`src/rtl/rtca_map.svh`:
```
// Register offsets, field positions and reset values of the alarm block
`ifndef RTCA_MAP_SVH
`define RTCA_MAP_SVH

// Byte offsets on the APB
`define RTCA_OFF_SEC_ALARM   8'h00
`define RTCA_OFF_MIN_ALARM   8'h04
`define RTCA_OFF_HOUR_ALARM  8'h08
`define RTCA_OFF_WDAY_ALARM  8'h0c
`define RTCA_OFF_DATE_ALARM  8'h10
`define RTCA_OFF_MON_ALARM   8'h14
`define RTCA_OFF_CTRL        8'h18

// Alarm register fields
`define RTCA_ENB_BIT         7
`define RTCA_SEC_MASK        8'h7f
`define RTCA_MIN_MASK        8'h7f
`define RTCA_HOUR_MASK       8'h3f
`define RTCA_WDAY_MASK       8'h07
`define RTCA_DATE_MASK       8'h3f
`define RTCA_MON_MASK        8'h1f
`define RTCA_ENB_RESET       1'b0

// Control register fields
`define RTCA_CF_BIT          7
`define RTCA_CIE_BIT         4
`define RTCA_AIE_BIT         3
`define RTCA_AF_BIT          0
`define RTCA_CTRL_RESET      8'h00

`endif

```
`src/rtl/rtca_pkg.sv`:
```
// Types shared by the alarm block
package rtca_pkg;

  // Calendar counter values from the time base
  typedef struct packed {
    logic [7:0] sec;
    logic [7:0] min;
    logic [7:0] hour;
    logic [7:0] wday;
    logic [7:0] date;
    logic [7:0] mon;
  } rtca_cal_t;

  // Register selected by an APB address
  typedef enum {
    RTCA_SEL_SEC,
    RTCA_SEL_MIN,
    RTCA_SEL_HOUR,
    RTCA_SEL_WDAY,
    RTCA_SEL_DATE,
    RTCA_SEL_MON,
    RTCA_SEL_CTRL,
    RTCA_SEL_NONE
  } rtca_sel_t;

endpackage

```
`src/rtl/rtca_field_cmp.sv`:
```
// One alarm register with its enable bit and its counter comparator
`timescale 1ns/1ps
`include "rtca_map.svh"

module rtca_field_cmp #(
  parameter logic [7:0] MASK = 8'h7f
) (
  // Clock and reset
  input  wire logic       clk_sys,
  input  wire logic       reset,
  // Register access
  input  wire logic       wr_en,
  input  wire logic [7:0] wdata,
  output logic      [7:0] rdata,
  // Compare
  input  wire logic [7:0] count,
  output logic            enabled,
  output logic            match
);

  logic       enb_reg;
  logic [7:0] value_reg;

  // Enable cleared by power-on reset or by a write with bit 7 zero
  always_ff @(posedge clk_sys or posedge reset) begin
    if (reset) begin
      enb_reg <= `RTCA_ENB_RESET;
    end else if (wr_en) begin
      enb_reg <= wdata[`RTCA_ENB_BIT];
    end
  end

  // Alarm value is never initialised
  always_ff @(posedge clk_sys) begin
    if (wr_en) begin
      value_reg <= wdata & MASK;
    end
  end

  assign rdata   = {enb_reg, value_reg[6:0] & MASK[6:0]};
  assign enabled = enb_reg;
  // Disabled fields always agree
  assign match   = !enb_reg || ((value_reg & MASK) == (count & MASK));

endmodule

```
`src/rtl/rtca_flag.sv`:
```
// Sticky flag where a hardware set beats a clear
`timescale 1ns/1ps

module rtca_flag (
  // Clock and reset
  input  wire logic clk_sys,
  input  wire logic reset,
  // Control
  input  wire logic set,
  input  wire logic clr,
  output logic      q
);

  always_ff @(posedge clk_sys or posedge reset) begin
    if (reset) begin
      q <= 1'b0;
    end else if (set) begin
      q <= 1'b1;
    end else if (clr) begin
      q <= 1'b0;
    end
  end

endmodule

```
`src/rtl/rtca_alarm_flags.sv`:
```
// Alarm compare, carry and alarm flags of the real-time clock, on APB
//
// Functional notes
// - Compare only fields whose bit 7 enable is set; alarm when all agree and at least one field is enabled.
// - Second alarm: BCD seconds 00-59 in bits 6:0.
// - Minute alarm: BCD minutes 00-59 in bits 6:0.
// - Hour alarm: BCD 00-23 in bits 5:0; bit 6 reads zero.
// - Weekday alarm: code 0-6 in bits 2:0; bits 6:3 read zero.
// - Date alarm: BCD 01-31 in bits 5:0; bit 6 reads zero.
// - Month alarm: BCD 01-12 in bits 4:0; bits 6:5 read zero.
// - Power-on reset clears enables; alarm values survive other resets.
// - Control clears on power-on; manual reset keeps carry flag only.
// - Control: carry flag 7, carry irq enable 4, alarm irq 3, alarm 0.
// - Control bits 6, 5, 2, 1 read zero; software writes zero.
// - Carry flag sets when a counter read meets a carry.
// - Writing 0 clears the carry flag; writing 1 sets it.
// - Carry interrupt is carry flag and its enable.
// - Alarm interrupt is alarm flag and its enable.
// - Alarm flag sets when a counter update enters full match and stays until cleared.
// - Writing 0 clears the alarm flag; writing 1 leaves it.
`timescale 1ns/1ps
`include "rtca_map.svh"

module rtca_alarm_flags (
  // Clock and resets
  input  wire logic              clk_sys,
  input  wire logic              reset,
  input  wire logic              manual_reset,
  // APB slave
  input  wire logic              psel,
  input  wire logic              penable,
  input  wire logic              pwrite,
  input  wire logic [7:0]        paddr,
  input  wire logic [31:0]       pwdata,
  input  wire logic [3:0]        pstrb,
  output logic      [31:0]       prdata,
  output logic                   pready,
  output logic                   pslverr,
  // Calendar time base
  input  wire rtca_pkg::rtca_cal_t cal,
  input  wire logic              cal_update,
  input  wire logic              sec_carry,
  input  wire logic              sub_carry,
  input  wire logic              cal_read,
  // Status and interrupts
  output logic                   alarm_match,
  output logic                   carry_irq,
  output logic                   alarm_irq
);

  localparam logic [7:0] FIELD_MASK [6] = '{
    `RTCA_SEC_MASK, `RTCA_MIN_MASK, `RTCA_HOUR_MASK,
    `RTCA_WDAY_MASK, `RTCA_DATE_MASK, `RTCA_MON_MASK
  };

  // Control reset image, split into its enable bits
  localparam logic [7:0] CTRL_RST = `RTCA_CTRL_RESET;

  rtca_pkg::rtca_sel_t sel;
  logic        apb_setup;
  logic        apb_access;
  logic        apb_wr;
  logic        wr_ctrl;
  logic [5:0]  wr_field;
  logic [7:0]  cal_arr [6];
  logic [7:0]  field_rd [6];
  logic [5:0]  field_en;
  logic [5:0]  field_match;
  logic        all_match;
  logic        match_prev_reg;
  logic        af_set;
  logic        cf_hw_set;
  logic        cf_set;
  logic        cf_clr;
  logic        af_clr;
  logic        carry_flag;
  logic        alarm_flag;
  logic        carry_irq_enable_reg;
  logic        alarm_irq_enable_reg;
  logic [7:0]  ctrl_rd;
  logic [7:0]  rd_next;
  logic [31:0] prdata_reg;

  // Address decode
  always_comb begin
    sel = rtca_pkg::RTCA_SEL_NONE;
    case (paddr)
      `RTCA_OFF_SEC_ALARM:  sel = rtca_pkg::RTCA_SEL_SEC;
      `RTCA_OFF_MIN_ALARM:  sel = rtca_pkg::RTCA_SEL_MIN;
      `RTCA_OFF_HOUR_ALARM: sel = rtca_pkg::RTCA_SEL_HOUR;
      `RTCA_OFF_WDAY_ALARM: sel = rtca_pkg::RTCA_SEL_WDAY;
      `RTCA_OFF_DATE_ALARM: sel = rtca_pkg::RTCA_SEL_DATE;
      `RTCA_OFF_MON_ALARM:  sel = rtca_pkg::RTCA_SEL_MON;
      `RTCA_OFF_CTRL:       sel = rtca_pkg::RTCA_SEL_CTRL;
      default:              sel = rtca_pkg::RTCA_SEL_NONE;
    endcase
  end

  assign apb_setup  = psel && !penable;
  assign apb_access = psel && penable;
  // Zero wait states; unmapped addresses answer with an error
  assign pready     = 1'b1;
  assign pslverr    = apb_access && (sel == rtca_pkg::RTCA_SEL_NONE);
  assign apb_wr     = apb_access && pwrite && pstrb[0]
                      && (sel != rtca_pkg::RTCA_SEL_NONE);
  assign wr_ctrl    = apb_wr && (sel == rtca_pkg::RTCA_SEL_CTRL);

  assign wr_field[0] = apb_wr && (sel == rtca_pkg::RTCA_SEL_SEC);
  assign wr_field[1] = apb_wr && (sel == rtca_pkg::RTCA_SEL_MIN);
  assign wr_field[2] = apb_wr && (sel == rtca_pkg::RTCA_SEL_HOUR);
  assign wr_field[3] = apb_wr && (sel == rtca_pkg::RTCA_SEL_WDAY);
  assign wr_field[4] = apb_wr && (sel == rtca_pkg::RTCA_SEL_DATE);
  assign wr_field[5] = apb_wr && (sel == rtca_pkg::RTCA_SEL_MON);

  assign cal_arr[0] = cal.sec;
  assign cal_arr[1] = cal.min;
  assign cal_arr[2] = cal.hour;
  assign cal_arr[3] = cal.wday;
  assign cal_arr[4] = cal.date;
  assign cal_arr[5] = cal.mon;

  // Six alarm fields, each masked to its BCD width
  for (genvar i = 0; i < 6; i++) begin : g_field
    rtca_field_cmp #(
      .MASK (FIELD_MASK[i])
    ) u_field (
      .clk_sys (clk_sys),
      .reset   (reset),
      .wr_en   (wr_field[i]),
      .wdata   (pwdata[7:0]),
      .rdata   (field_rd[i]),
      .count   (cal_arr[i]),
      .enabled (field_en[i]),
      .match   (field_match[i])
    );
  end

  // Full match needs at least one enabled field
  assign all_match   = (&field_match) && (|field_en);
  assign alarm_match = all_match;

  // Match state seen at the last counter update
  always_ff @(posedge clk_sys or posedge reset) begin
    if (reset) begin
      match_prev_reg <= 1'b0;
    end else if (cal_update) begin
      match_prev_reg <= all_match;
    end
  end

  // Alarm flag set on entry into match only
  assign af_set = cal_update && all_match && !match_prev_reg;
  assign af_clr = (wr_ctrl && !pwdata[`RTCA_AF_BIT])
                  || manual_reset;

  rtca_flag u_alarm_flag (
    .clk_sys (clk_sys),
    .reset   (reset),
    .set     (af_set),
    .clr     (af_clr),
    .q       (alarm_flag)
  );

  // Carry flag: read during a carry, or software write of 1
  assign cf_hw_set = cal_read && (sec_carry || sub_carry);
  assign cf_set    = cf_hw_set
                     || (wr_ctrl && pwdata[`RTCA_CF_BIT]);
  assign cf_clr    = wr_ctrl && !pwdata[`RTCA_CF_BIT];

  // Manual reset leaves the carry flag alone
  rtca_flag u_carry_flag (
    .clk_sys (clk_sys),
    .reset   (reset),
    .set     (cf_set),
    .clr     (cf_clr),
    .q       (carry_flag)
  );

  // Interrupt enables
  always_ff @(posedge clk_sys or posedge reset) begin
    if (reset) begin
      carry_irq_enable_reg <= CTRL_RST[`RTCA_CIE_BIT];
      alarm_irq_enable_reg <= CTRL_RST[`RTCA_AIE_BIT];
    end else if (manual_reset) begin
      carry_irq_enable_reg <= 1'b0;
      alarm_irq_enable_reg <= 1'b0;
    end else if (wr_ctrl) begin
      carry_irq_enable_reg <= pwdata[`RTCA_CIE_BIT];
      alarm_irq_enable_reg <= pwdata[`RTCA_AIE_BIT];
    end
  end

  assign carry_irq = carry_flag && carry_irq_enable_reg;
  assign alarm_irq = alarm_flag && alarm_irq_enable_reg;

  // Control readback; reserved bits stay zero
  always_comb begin
    ctrl_rd = 8'h00;
    ctrl_rd[`RTCA_CF_BIT]  = carry_flag;
    ctrl_rd[`RTCA_CIE_BIT] = carry_irq_enable_reg;
    ctrl_rd[`RTCA_AIE_BIT] = alarm_irq_enable_reg;
    ctrl_rd[`RTCA_AF_BIT]  = alarm_flag;
  end

  always_comb begin
    rd_next = 8'h00;
    case (sel)
      rtca_pkg::RTCA_SEL_SEC:  rd_next = field_rd[0];
      rtca_pkg::RTCA_SEL_MIN:  rd_next = field_rd[1];
      rtca_pkg::RTCA_SEL_HOUR: rd_next = field_rd[2];
      rtca_pkg::RTCA_SEL_WDAY: rd_next = field_rd[3];
      rtca_pkg::RTCA_SEL_DATE: rd_next = field_rd[4];
      rtca_pkg::RTCA_SEL_MON:  rd_next = field_rd[5];
      rtca_pkg::RTCA_SEL_CTRL: rd_next = ctrl_rd;
      default:                 rd_next = 8'h00;
    endcase
  end

  // Read data captured in the setup cycle
  always_ff @(posedge clk_sys or posedge reset) begin
    if (reset) begin
      prdata_reg <= 32'h0000_0000;
    end else if (apb_setup && !pwrite) begin
      prdata_reg <= {24'h00_0000, rd_next};
    end
  end

  assign prdata = prdata_reg;

  // Agreement of each field seen through its readback
  logic [5:0] field_agree;

  always_comb begin
    for (int i = 0; i < 6; i++) begin
      field_agree[i] = !field_rd[i][`RTCA_ENB_BIT]
                       || (field_rd[i][6:0]
                           == (cal_arr[i][6:0] & FIELD_MASK[i][6:0]));
    end
  end
endmodule

```
`config.mk`:
```
export PLATFORM = sky130hd
export DESIGN_NAME = rtca_alarm_flags
export DESIGN_NICKNAME = d
export VERILOG_FILES = /design/src/rtl/rtca_pkg.sv /design/src/rtl/rtca_field_cmp.sv /design/src/rtl/rtca_flag.sv /design/src/rtl/rtca_alarm_flags.sv
export VERILOG_INCLUDE_DIRS = /design/src /design/src/rtl
export SDC_FILE = /design/constraint.sdc
export NUM_CORES = 1
export LEC_CHECK = 0
export ABC_CLOCK_PERIOD_IN_PS = 1400
export BUFFER_PORTS_ARGS = -buffer_cell sky130_fd_sc_hd__buf_2
export CORE_MARGIN = 1.5
export CORE_UTILIZATION = 35
export DETAILED_ROUTE_END_ITERATION = 10
export GPL_ROUTABILITY_DRIVEN = 0
export PLACE_DENSITY = 0.75
export SLEW_MARGIN = 15
export SYNTH_ARGS = -nofsm -noshare
export SYNTH_HDL_FRONTEND = slang
export SYNTH_SLANG_ARGS = --single-unit
```
`constraint.sdc`:
```
create_clock -name clk_sys -period 1.4 [get_ports clk_sys]
set_clock_uncertainty 0.05 [all_clocks]
set_input_delay 0.07 -clock clk_sys [delete_from_list [all_inputs] [get_ports clk_sys]]
set_output_delay 0.07 -clock clk_sys [all_outputs]
set_load 0.05 [all_outputs]
```
Word-level counts from Yosys, hierarchy flattened. Cells that the tools add are included. Widths: inputs -> output; s select.

Output and inout bits: 37. Input bits: 102. Register bits: 53. Word-level logic and storage cells: 105.

Equality and inequality tests: 26. Muxes and demuxes: 10. Reductions and logical operators: 51.

Operators by type and width (number): $eq 32x3->1 const B (5); $eq 32x4->1 const B (4); $eq 32x2->1 const B (3); $logic_not 32->1 (2); $pmux 8 s7 (1); $eq 32x1->1 const B (1); $ne 32x4->1 const B (1); $eq 8x5->1 const B (3); $logic_and 1x1->1 (23); $pmux 3 s7 (1); $eq 8x4->1 const B (2); $eq 7x7->1 (2); $eq 6x6->1 (2); $logic_not 1->1 (11); $logic_or 1x1->1 (9); $eq 8x3->1 const B (1); $logic_not 8->1 (1); $mux 1 (8); $reduce_and 6->1 (1); $reduce_bool 2->1 (3); $reduce_or 6->1 (1); $eq 5x5->1 (1); $eq 3x3->1 (1).

Logic depth before layout (Yosys ltp).
Depth after elaboration: 9. Gate-level depth with buffers: 6. Mapped depth without buffers: 5.

Modules after synthesis. A second synthesis with hierarchy kept.

Cells, all modules: 271. Area total of the unflattened synthesis: 3111.7 µm².

By module, submodules not included: rtca_alarm_flags (cells each 148, instances 1, area an instance 1249.9 µm²); rtca_field_cmp (g_field[0].u_field ...) (cells each 20, instances 2, area an instance 341.6 µm²); rtca_field_cmp (g_field[2].u_field ...) (cells each 20, instances 2, area an instance 310.3 µm²); rtca_field_cmp (g_field[5].u_field) (cells each 19, instances 1, area an instance 272.8 µm²); rtca_field_cmp (g_field[3].u_field) (cells each 16, instances 1, area an instance 205.2 µm²); rtca_flag (cells each 4, instances 2, area an instance 40.0 µm²).

Worst setup path before layout. OpenSTA, ideal clock, no wires.

Path kind: input -> register. Start point: in paddr[1]. End point: reg g_field[1].u_field.enb_reg. Data arrival time: 1.759 ns. Setup slack: -0.533 ns. Library setup time: 0.125 ns. Stages: 5. Required time: 1.225 ns. Cell sequence: nor4_4 > nand2b_1 > or2_4 > nor4_2 > mux2_2.

Cells in the longest elaborated chain, start to end: 5.

RTL lines: from (decl) (line rtca_alarm_flags.sv:33) `input wire logic [7:0] paddr,`; $eq 8x5->1 (tied with other cells) (line rtca_alarm_flags.sv:87) `case (paddr)`; $pmux 3 s7 (*) (line rtca_alarm_flags.sv:87); $ne 32x4->1 (line rtca_alarm_flags.sv:105) `&& (sel != rtca_pkg::RTCA_SEL_NONE);`; $logic_and 1x1->1 (line rtca_alarm_flags.sv:105); $logic_and 1x1->1 (*) (line rtca_alarm_flags.sv:109) `assign wr_field[1] = apb_wr && (sel == rtca_pkg::RTCA_SEL_MIN);`; net g_field[1].u_field.wr_en (line rtca_field_cmp.sv:12) `input wire logic wr_en,`; to (signal assigned) (line rtca_field_cmp.sv:27) `` enb_reg <= `RTCA_ENB_RESET; ``; to (signal assigned) (line rtca_field_cmp.sv:29) `` enb_reg <= wdata[`RTCA_ENB_BIT]; ``; to (decl) (line rtca_field_cmp.sv:21) `logic enb_reg;`.

Mark *: on every way through the listed nets, which the timed path passes. The rest lies on a longest branch. A chain may end at the register's enable or synchronous reset.

Final worst setup path.
Start point: reg g_field[0].u_field.value_reg[1]. End point: out alarm_match.

Cells in the longest elaborated chain, start to end: 4.

RTL lines: from (decl) (line rtca_field_cmp.sv:22) `logic [7:0] value_reg;`; from (signal assigned) (line rtca_field_cmp.sv:36) `value_reg <= wdata & MASK;`; $eq 7x7->1 (line rtca_field_cmp.sv:43) `assign match = !enb_reg || ((value_reg & MASK) == (count & MASK));`; $logic_or 1x1->1 (line rtca_field_cmp.sv:43); $reduce_and 6->1 (line rtca_alarm_flags.sv:139) `assign all_match = (&field_match) && (|field_en);`; $logic_and 1x1->1 (line rtca_alarm_flags.sv:139); to (decl) (line rtca_alarm_flags.sv:46) `output logic alarm_match,`.

No other way between the ends.

==> flow_summary.html <==
<table>
<tr><th>Metric</th><th>Value</th></tr>
<tr><th colspan="2">Timing</th></tr>
<tr><td>Worst path setup slack after routing</td><td>-712 ps</td></tr>
<tr><td>Final setup violation count</td><td>8</td></tr>
<tr><td>Fin. Hold Viols</td><td>0</td></tr>
<tr><td>Period utilization</td><td>151%</td></tr>
<tr><td>Final worst path period need</td><td>2110 ps</td></tr>
<tr><td>RSZ-0062 raised after global routing</td><td>yes</td></tr>
<tr><td>Upper clock frequency limit</td><td>473 MHz</td></tr>
<tr><td>TNS Setup</td><td>-2290 ps</td></tr>
<tr><td>Final-report max-slew violation count</td><td>0</td></tr>
<tr><th colspan="2">Synth</th></tr>
<tr><td>Post-synth EDFFs</td><td>34</td></tr>
<tr><td>Main combinational cell family by area after synthesis</td><td>simple AND/OR/NAND/NOR gates</td></tr>
<tr><td>Biggest area contributors in the synthesized netlist</td><td>sky130_fd_sc_hd__edfxtp_1 (35%), sky130_fd_sc_hd__dfrtp_1 (16%), sky130_fd_sc_hd__buf_4 (6.8%)</td></tr>
<tr><td>Area share of the leading cell type in the synthesized netlist</td><td>35.3%</td></tr>
<tr><td>Most frequent cells after synthesis</td><td>sky130_fd_sc_hd__edfxtp_1 (34), sky130_fd_sc_hd__buf_4 (26), sky130_fd_sc_hd__xnor2_1 (22)</td></tr>
<tr><td>Simple-gate portion of the synthesized area</td><td>10.5%</td></tr>
<tr><td>Number of flip-flops and latches in the synthesized netlist</td><td>53</td></tr>
<tr><td>Post-Synth Adder-Cell Area</td><td>0%</td></tr>
<tr><td>Sequential fraction of the synthesis area</td><td>51.8%</td></tr>
<tr><td>Mux cell area share after synthesis</td><td>9.56%</td></tr>
<tr><td>Synthesized-area fraction occupied by ao, oa, aoi and oai cells</td><td>8.70%</td></tr>
<tr><td>Post-synthesis instance area</td><td>0.00289 sq mm</td></tr>
<tr><td>Share of async-settable or async-resettable flops after synthesis</td><td>35.8%</td></tr>
<tr><td>Most used flip-flop cell after synthesis</td><td>sky130_fd_sc_hd__edfxtp_1</td></tr>
<tr><td>Library cell with the highest instance count after synthesis</td><td>sky130_fd_sc_hd__edfxtp_1</td></tr>
<tr><td>Yosys top cell by area</td><td>sky130_fd_sc_hd__edfxtp_1</td></tr>
<tr><td>Mean Syn Cell Area</td><td>12.5 sq um</td></tr>
<tr><td>Synth warnings</td><td>0</td></tr>
<tr><td>Cell count after synthesis</td><td>232</td></tr>
<tr><td>XOR/XNOR Fraction of Synth Area</td><td>10.3%</td></tr>
<tr><td>Synth unique cells</td><td>41</td></tr>
<tr><th colspan="2">Placement</th></tr>
<tr><td>Worst slack at placement</td><td>-568 ps</td></tr>
<tr><td>Number of placed instances with taps included</td><td>449</td></tr>
<tr><td>DP HPWL</td><td>6090 um</td></tr>
<tr><td>Buffers added on ports</td><td>72</td></tr>
<tr><td>Total cell area at the placement stage</td><td>0.00369 sq mm</td></tr>
<tr><th colspan="2">Drt</th></tr>
<tr><td>Via-per-instance ratio</td><td>4.96</td></tr>
<tr><td>ANT nets after route</td><td>0</td></tr>
<tr><td>DRT iter0 DRCs</td><td>145</td></tr>
<tr><td>Wirelength, routed</td><td>7770 um</td></tr>
<tr><td>WL/cell</td><td>16.5 um</td></tr>
<tr><td>DRC errors left</td><td>0</td></tr>
<tr><td>First-pass detailed-route iteration total</td><td>4</td></tr>
<tr><td>Total number of vias</td><td>2338</td></tr>
<tr><th colspan="2">Setup path</th></tr>
<tr><td>Maximum fanout along the worst path</td><td>2</td></tr>
<tr><td>CP Class</td><td>register to output port</td></tr>
<tr><td>CP Capture Type</td><td>output port</td></tr>
<tr><td>Data required time of the worst path</td><td>1280 ps</td></tr>
<tr><td>Startpoint class of the critical path</td><td>register</td></tr>
<tr><td>Data arrival time of the critical path</td><td>1990 ps</td></tr>
<tr><td>Series of cell instances along the critical path</td><td>xnor2_2 &gt; nand4_1 &gt; o41ai_2 &gt; nand4_1 &gt; buf_4 &gt; nor2_4 &gt; buf_8</td></tr>
<tr><td>Cell seen most often among critical-path stages</td><td>sky130_fd_sc_hd__nand4_1</td></tr>
<tr><td>Peak per-stage delay on the critical path</td><td>440 ps</td></tr>
<tr><td>Crit path max-delay cell type</td><td>sky130_fd_sc_hd__edfxtp_1</td></tr>
<tr><th colspan="2">Clock tree</th></tr>
<tr><td>Number of sinks handled by clock tree synthesis</td><td>53</td></tr>
<tr><td>CTS tree</td><td>done</td></tr>
<tr><td>Clock buffers created by TritonCTS</td><td>5</td></tr>
<tr><td>Insertion delay of the later-clocked pin in the worst-skew pair</td><td>320 ps</td></tr>
<tr><td>Max clock buf depth</td><td>2</td></tr>
<tr><td>CTS Root Cell</td><td>sky130_fd_sc_hd__clkbuf_8</td></tr>
<tr><td>Max H-tree Level</td><td>2</td></tr>
<tr><td>Clock transition at the register clock pins on the worst setup and hold paths after CTS</td><td>100 ps</td></tr>
<tr><th colspan="2">Global route</th></tr>
<tr><td>Maximum number of pins on one net before global-route repair</td><td>20</td></tr>
<tr><td>Global Route Usage Sum</td><td>18.0%</td></tr>
<tr><td>Number of global-route vias before repair</td><td>2379</td></tr>
<tr><td>Congestion Overflow GR</td><td>0</td></tr>
<tr><td>Wire length of the first global-routing pass</td><td>11700 um</td></tr>
<tr><td>Initial antenna violation count</td><td>0</td></tr>
<tr><th colspan="2">Final layout</th></tr>
<tr><td>Number of non-filler instances in the completed layout</td><td>471</td></tr>
<tr><td>Fraction of final layout cells sized beyond drive strength 1</td><td>46.9%</td></tr>
<tr><td>Number of fill cells in the layout</td><td>659</td></tr>
<tr><td>Post-Layout Inst Area</td><td>0.00407 sq mm</td></tr>
<tr><td>Net count of the finished layout</td><td>470</td></tr>
<tr><td>Number of flip-flops under the largest register name</td><td>34</td></tr>
<tr><td>ANT cells</td><td>0</td></tr>
<tr><td>Signed area change from the synthesized netlist to the final layout</td><td>40.8%</td></tr>
<tr><th colspan="2">Floorplanning</th></tr>
<tr><td>Initial standard-cell utilization of the core</td><td>36.8%</td></tr>
<tr><td>Die W</td><td>93.9 um</td></tr>
<tr><td>Row Count</td><td>32</td></tr>
<tr><td>Number of top-level pins</td><td>139</td></tr>
<tr><td>Total core area</td><td>0.00785 sq mm</td></tr>
<tr><td>Height of the die</td><td>93.9 um</td></tr>
<tr><td>Die area</td><td>0.00882 sq mm</td></tr>
<tr><th colspan="2">Power and ir drop</th></tr>
<tr><td>Worst vdd ir</td><td>0.450 mV</td></tr>
<tr><td>Leakage power figure</td><td>1.80 nW</td></tr>
<tr><td>Final Power</td><td>3.08 mW</td></tr>
<tr><td>Pwr Density</td><td>756 mW/mm^2</td></tr>
<tr><th colspan="2">Run</th></tr>
<tr><td>Max cap viols</td><td>0</td></tr>
<tr><th colspan="2">Status</th></tr>
<tr><td>Violations in the final reports</td><td>setup timing</td></tr>
<tr><td>Run status</td><td>finished with violations</td></tr>
<tr><th colspan="2">Worst hold path</th></tr>
<tr><td>Worst min path class</td><td>input port to register</td></tr>
</table>
-- layer usage --
layer	wire length (um)	part of all wire, %	global-route usage (%)
met5	0	0	0
met1	3080	40	20.4
met2	3920	51	31.8
met3	519	6.7	4.53
met4	248	3.2	7.71
-- path summary, 6_finish.rpt --
kind | depth (start not counted) | start | slack (ps) | to
min in group asynchronous | 4 | reset | 260 | prdata[6]
min reg2reg | 2 | prdata[6] | 440 | prdata[6]
max reg2reg | 7 | g_field[0].u_field.value_reg[1] | -580 | u_alarm_flag.q
min | 1 | pwdata[2] | 10 | g_field[1].u_field.value_reg[2]
max | 7 | g_field[0].u_field.value_reg[1] | -710 | alarm_match
max in group asynchronous | 4 | reset | 820 | g_field[2].u_field.enabled
-- layout by cell type (no fill, tap or decap), types with 4 or more instances in the layout --
cell type / n
sky130_fd_sc_hd__buf_4: 50
sky130_fd_sc_hd__xor2_1: 12
sky130_fd_sc_hd__mux2i_1: 11
sky130_fd_sc_hd__nand2_1: 5
sky130_fd_sc_hd__dlygate4sd3_1: 11
sky130_fd_sc_hd__dfrtp_1: 19
sky130_fd_sc_hd__buf_6: 6
sky130_fd_sc_hd__inv_1: 4
sky130_fd_sc_hd__nand4_1: 6
sky130_fd_sc_hd__conb_1: 25
sky130_fd_sc_hd__xnor2_1: 20
sky130_fd_sc_hd__clkbuf_8: 5
sky130_fd_sc_hd__a21oi_1: 5
sky130_fd_sc_hd__buf_2: 69
sky130_fd_sc_hd__nor2_1: 13
sky130_fd_sc_hd__a22o_1: 8
sky130_fd_sc_hd__mux2_2: 6
sky130_fd_sc_hd__edfxtp_1: 34
-- layout make-up --
type / count / area, sq um / share of cell area (%)
inverter: 4 / 15.0 / 0.369
clock buffer: 6 / 72.6 / 1.78
sequential: 53 / 1500 / 36.8
tap: 102 / 128 / 3.14
timing repair buffer: 139 / 953 / 23.4
clock inverter: 2 / 15.0 / 0.369
multi-input combinational: 165 / 1390 / 34.2
-- repair_timing --
action	4_1_cts	5_1_grt
resized for setup	15	15
endpoints found under the setup margin	25	26
pin swaps	10	10
hold endpoints to repair	41	1
hold buffers	9	2
setup buffers	4	3
-- cells by family after synthesis --
group	after synthesis
flops	53
simple gates	48
buf+inv	37
compound gates	35
xor+xnor	34
mux	23
other cells	2
-- per-stage QoR --
stage	hold WS, ps	util, %
6_report	13.6	51.9
5_1_grt	20.9	51.9
4_1_cts	0.192	50.3
3_5_place_dp	62.0	47.0
3_3_place_gp	55.4	47.0
2_1_floorplan	-28.9	-
-- worst max-delay path, delay by kind of cell (launching register included) --
kind | cells | cell delay [ps]
buf+inv | 2 | 330
compound gates | 1 | 280
flops | 1 | 440
simple gates | 3 | 420
xor+xnor | 1 | 200
-- report_power, final --
part	internal, mW	switching, mW	leakage, nW
combinational	0.204	0.356	1.20
clock	0.353	0.491	0.0374
sequential	1.67	0.00466	0.565
(Power assumes the default switching activity.)
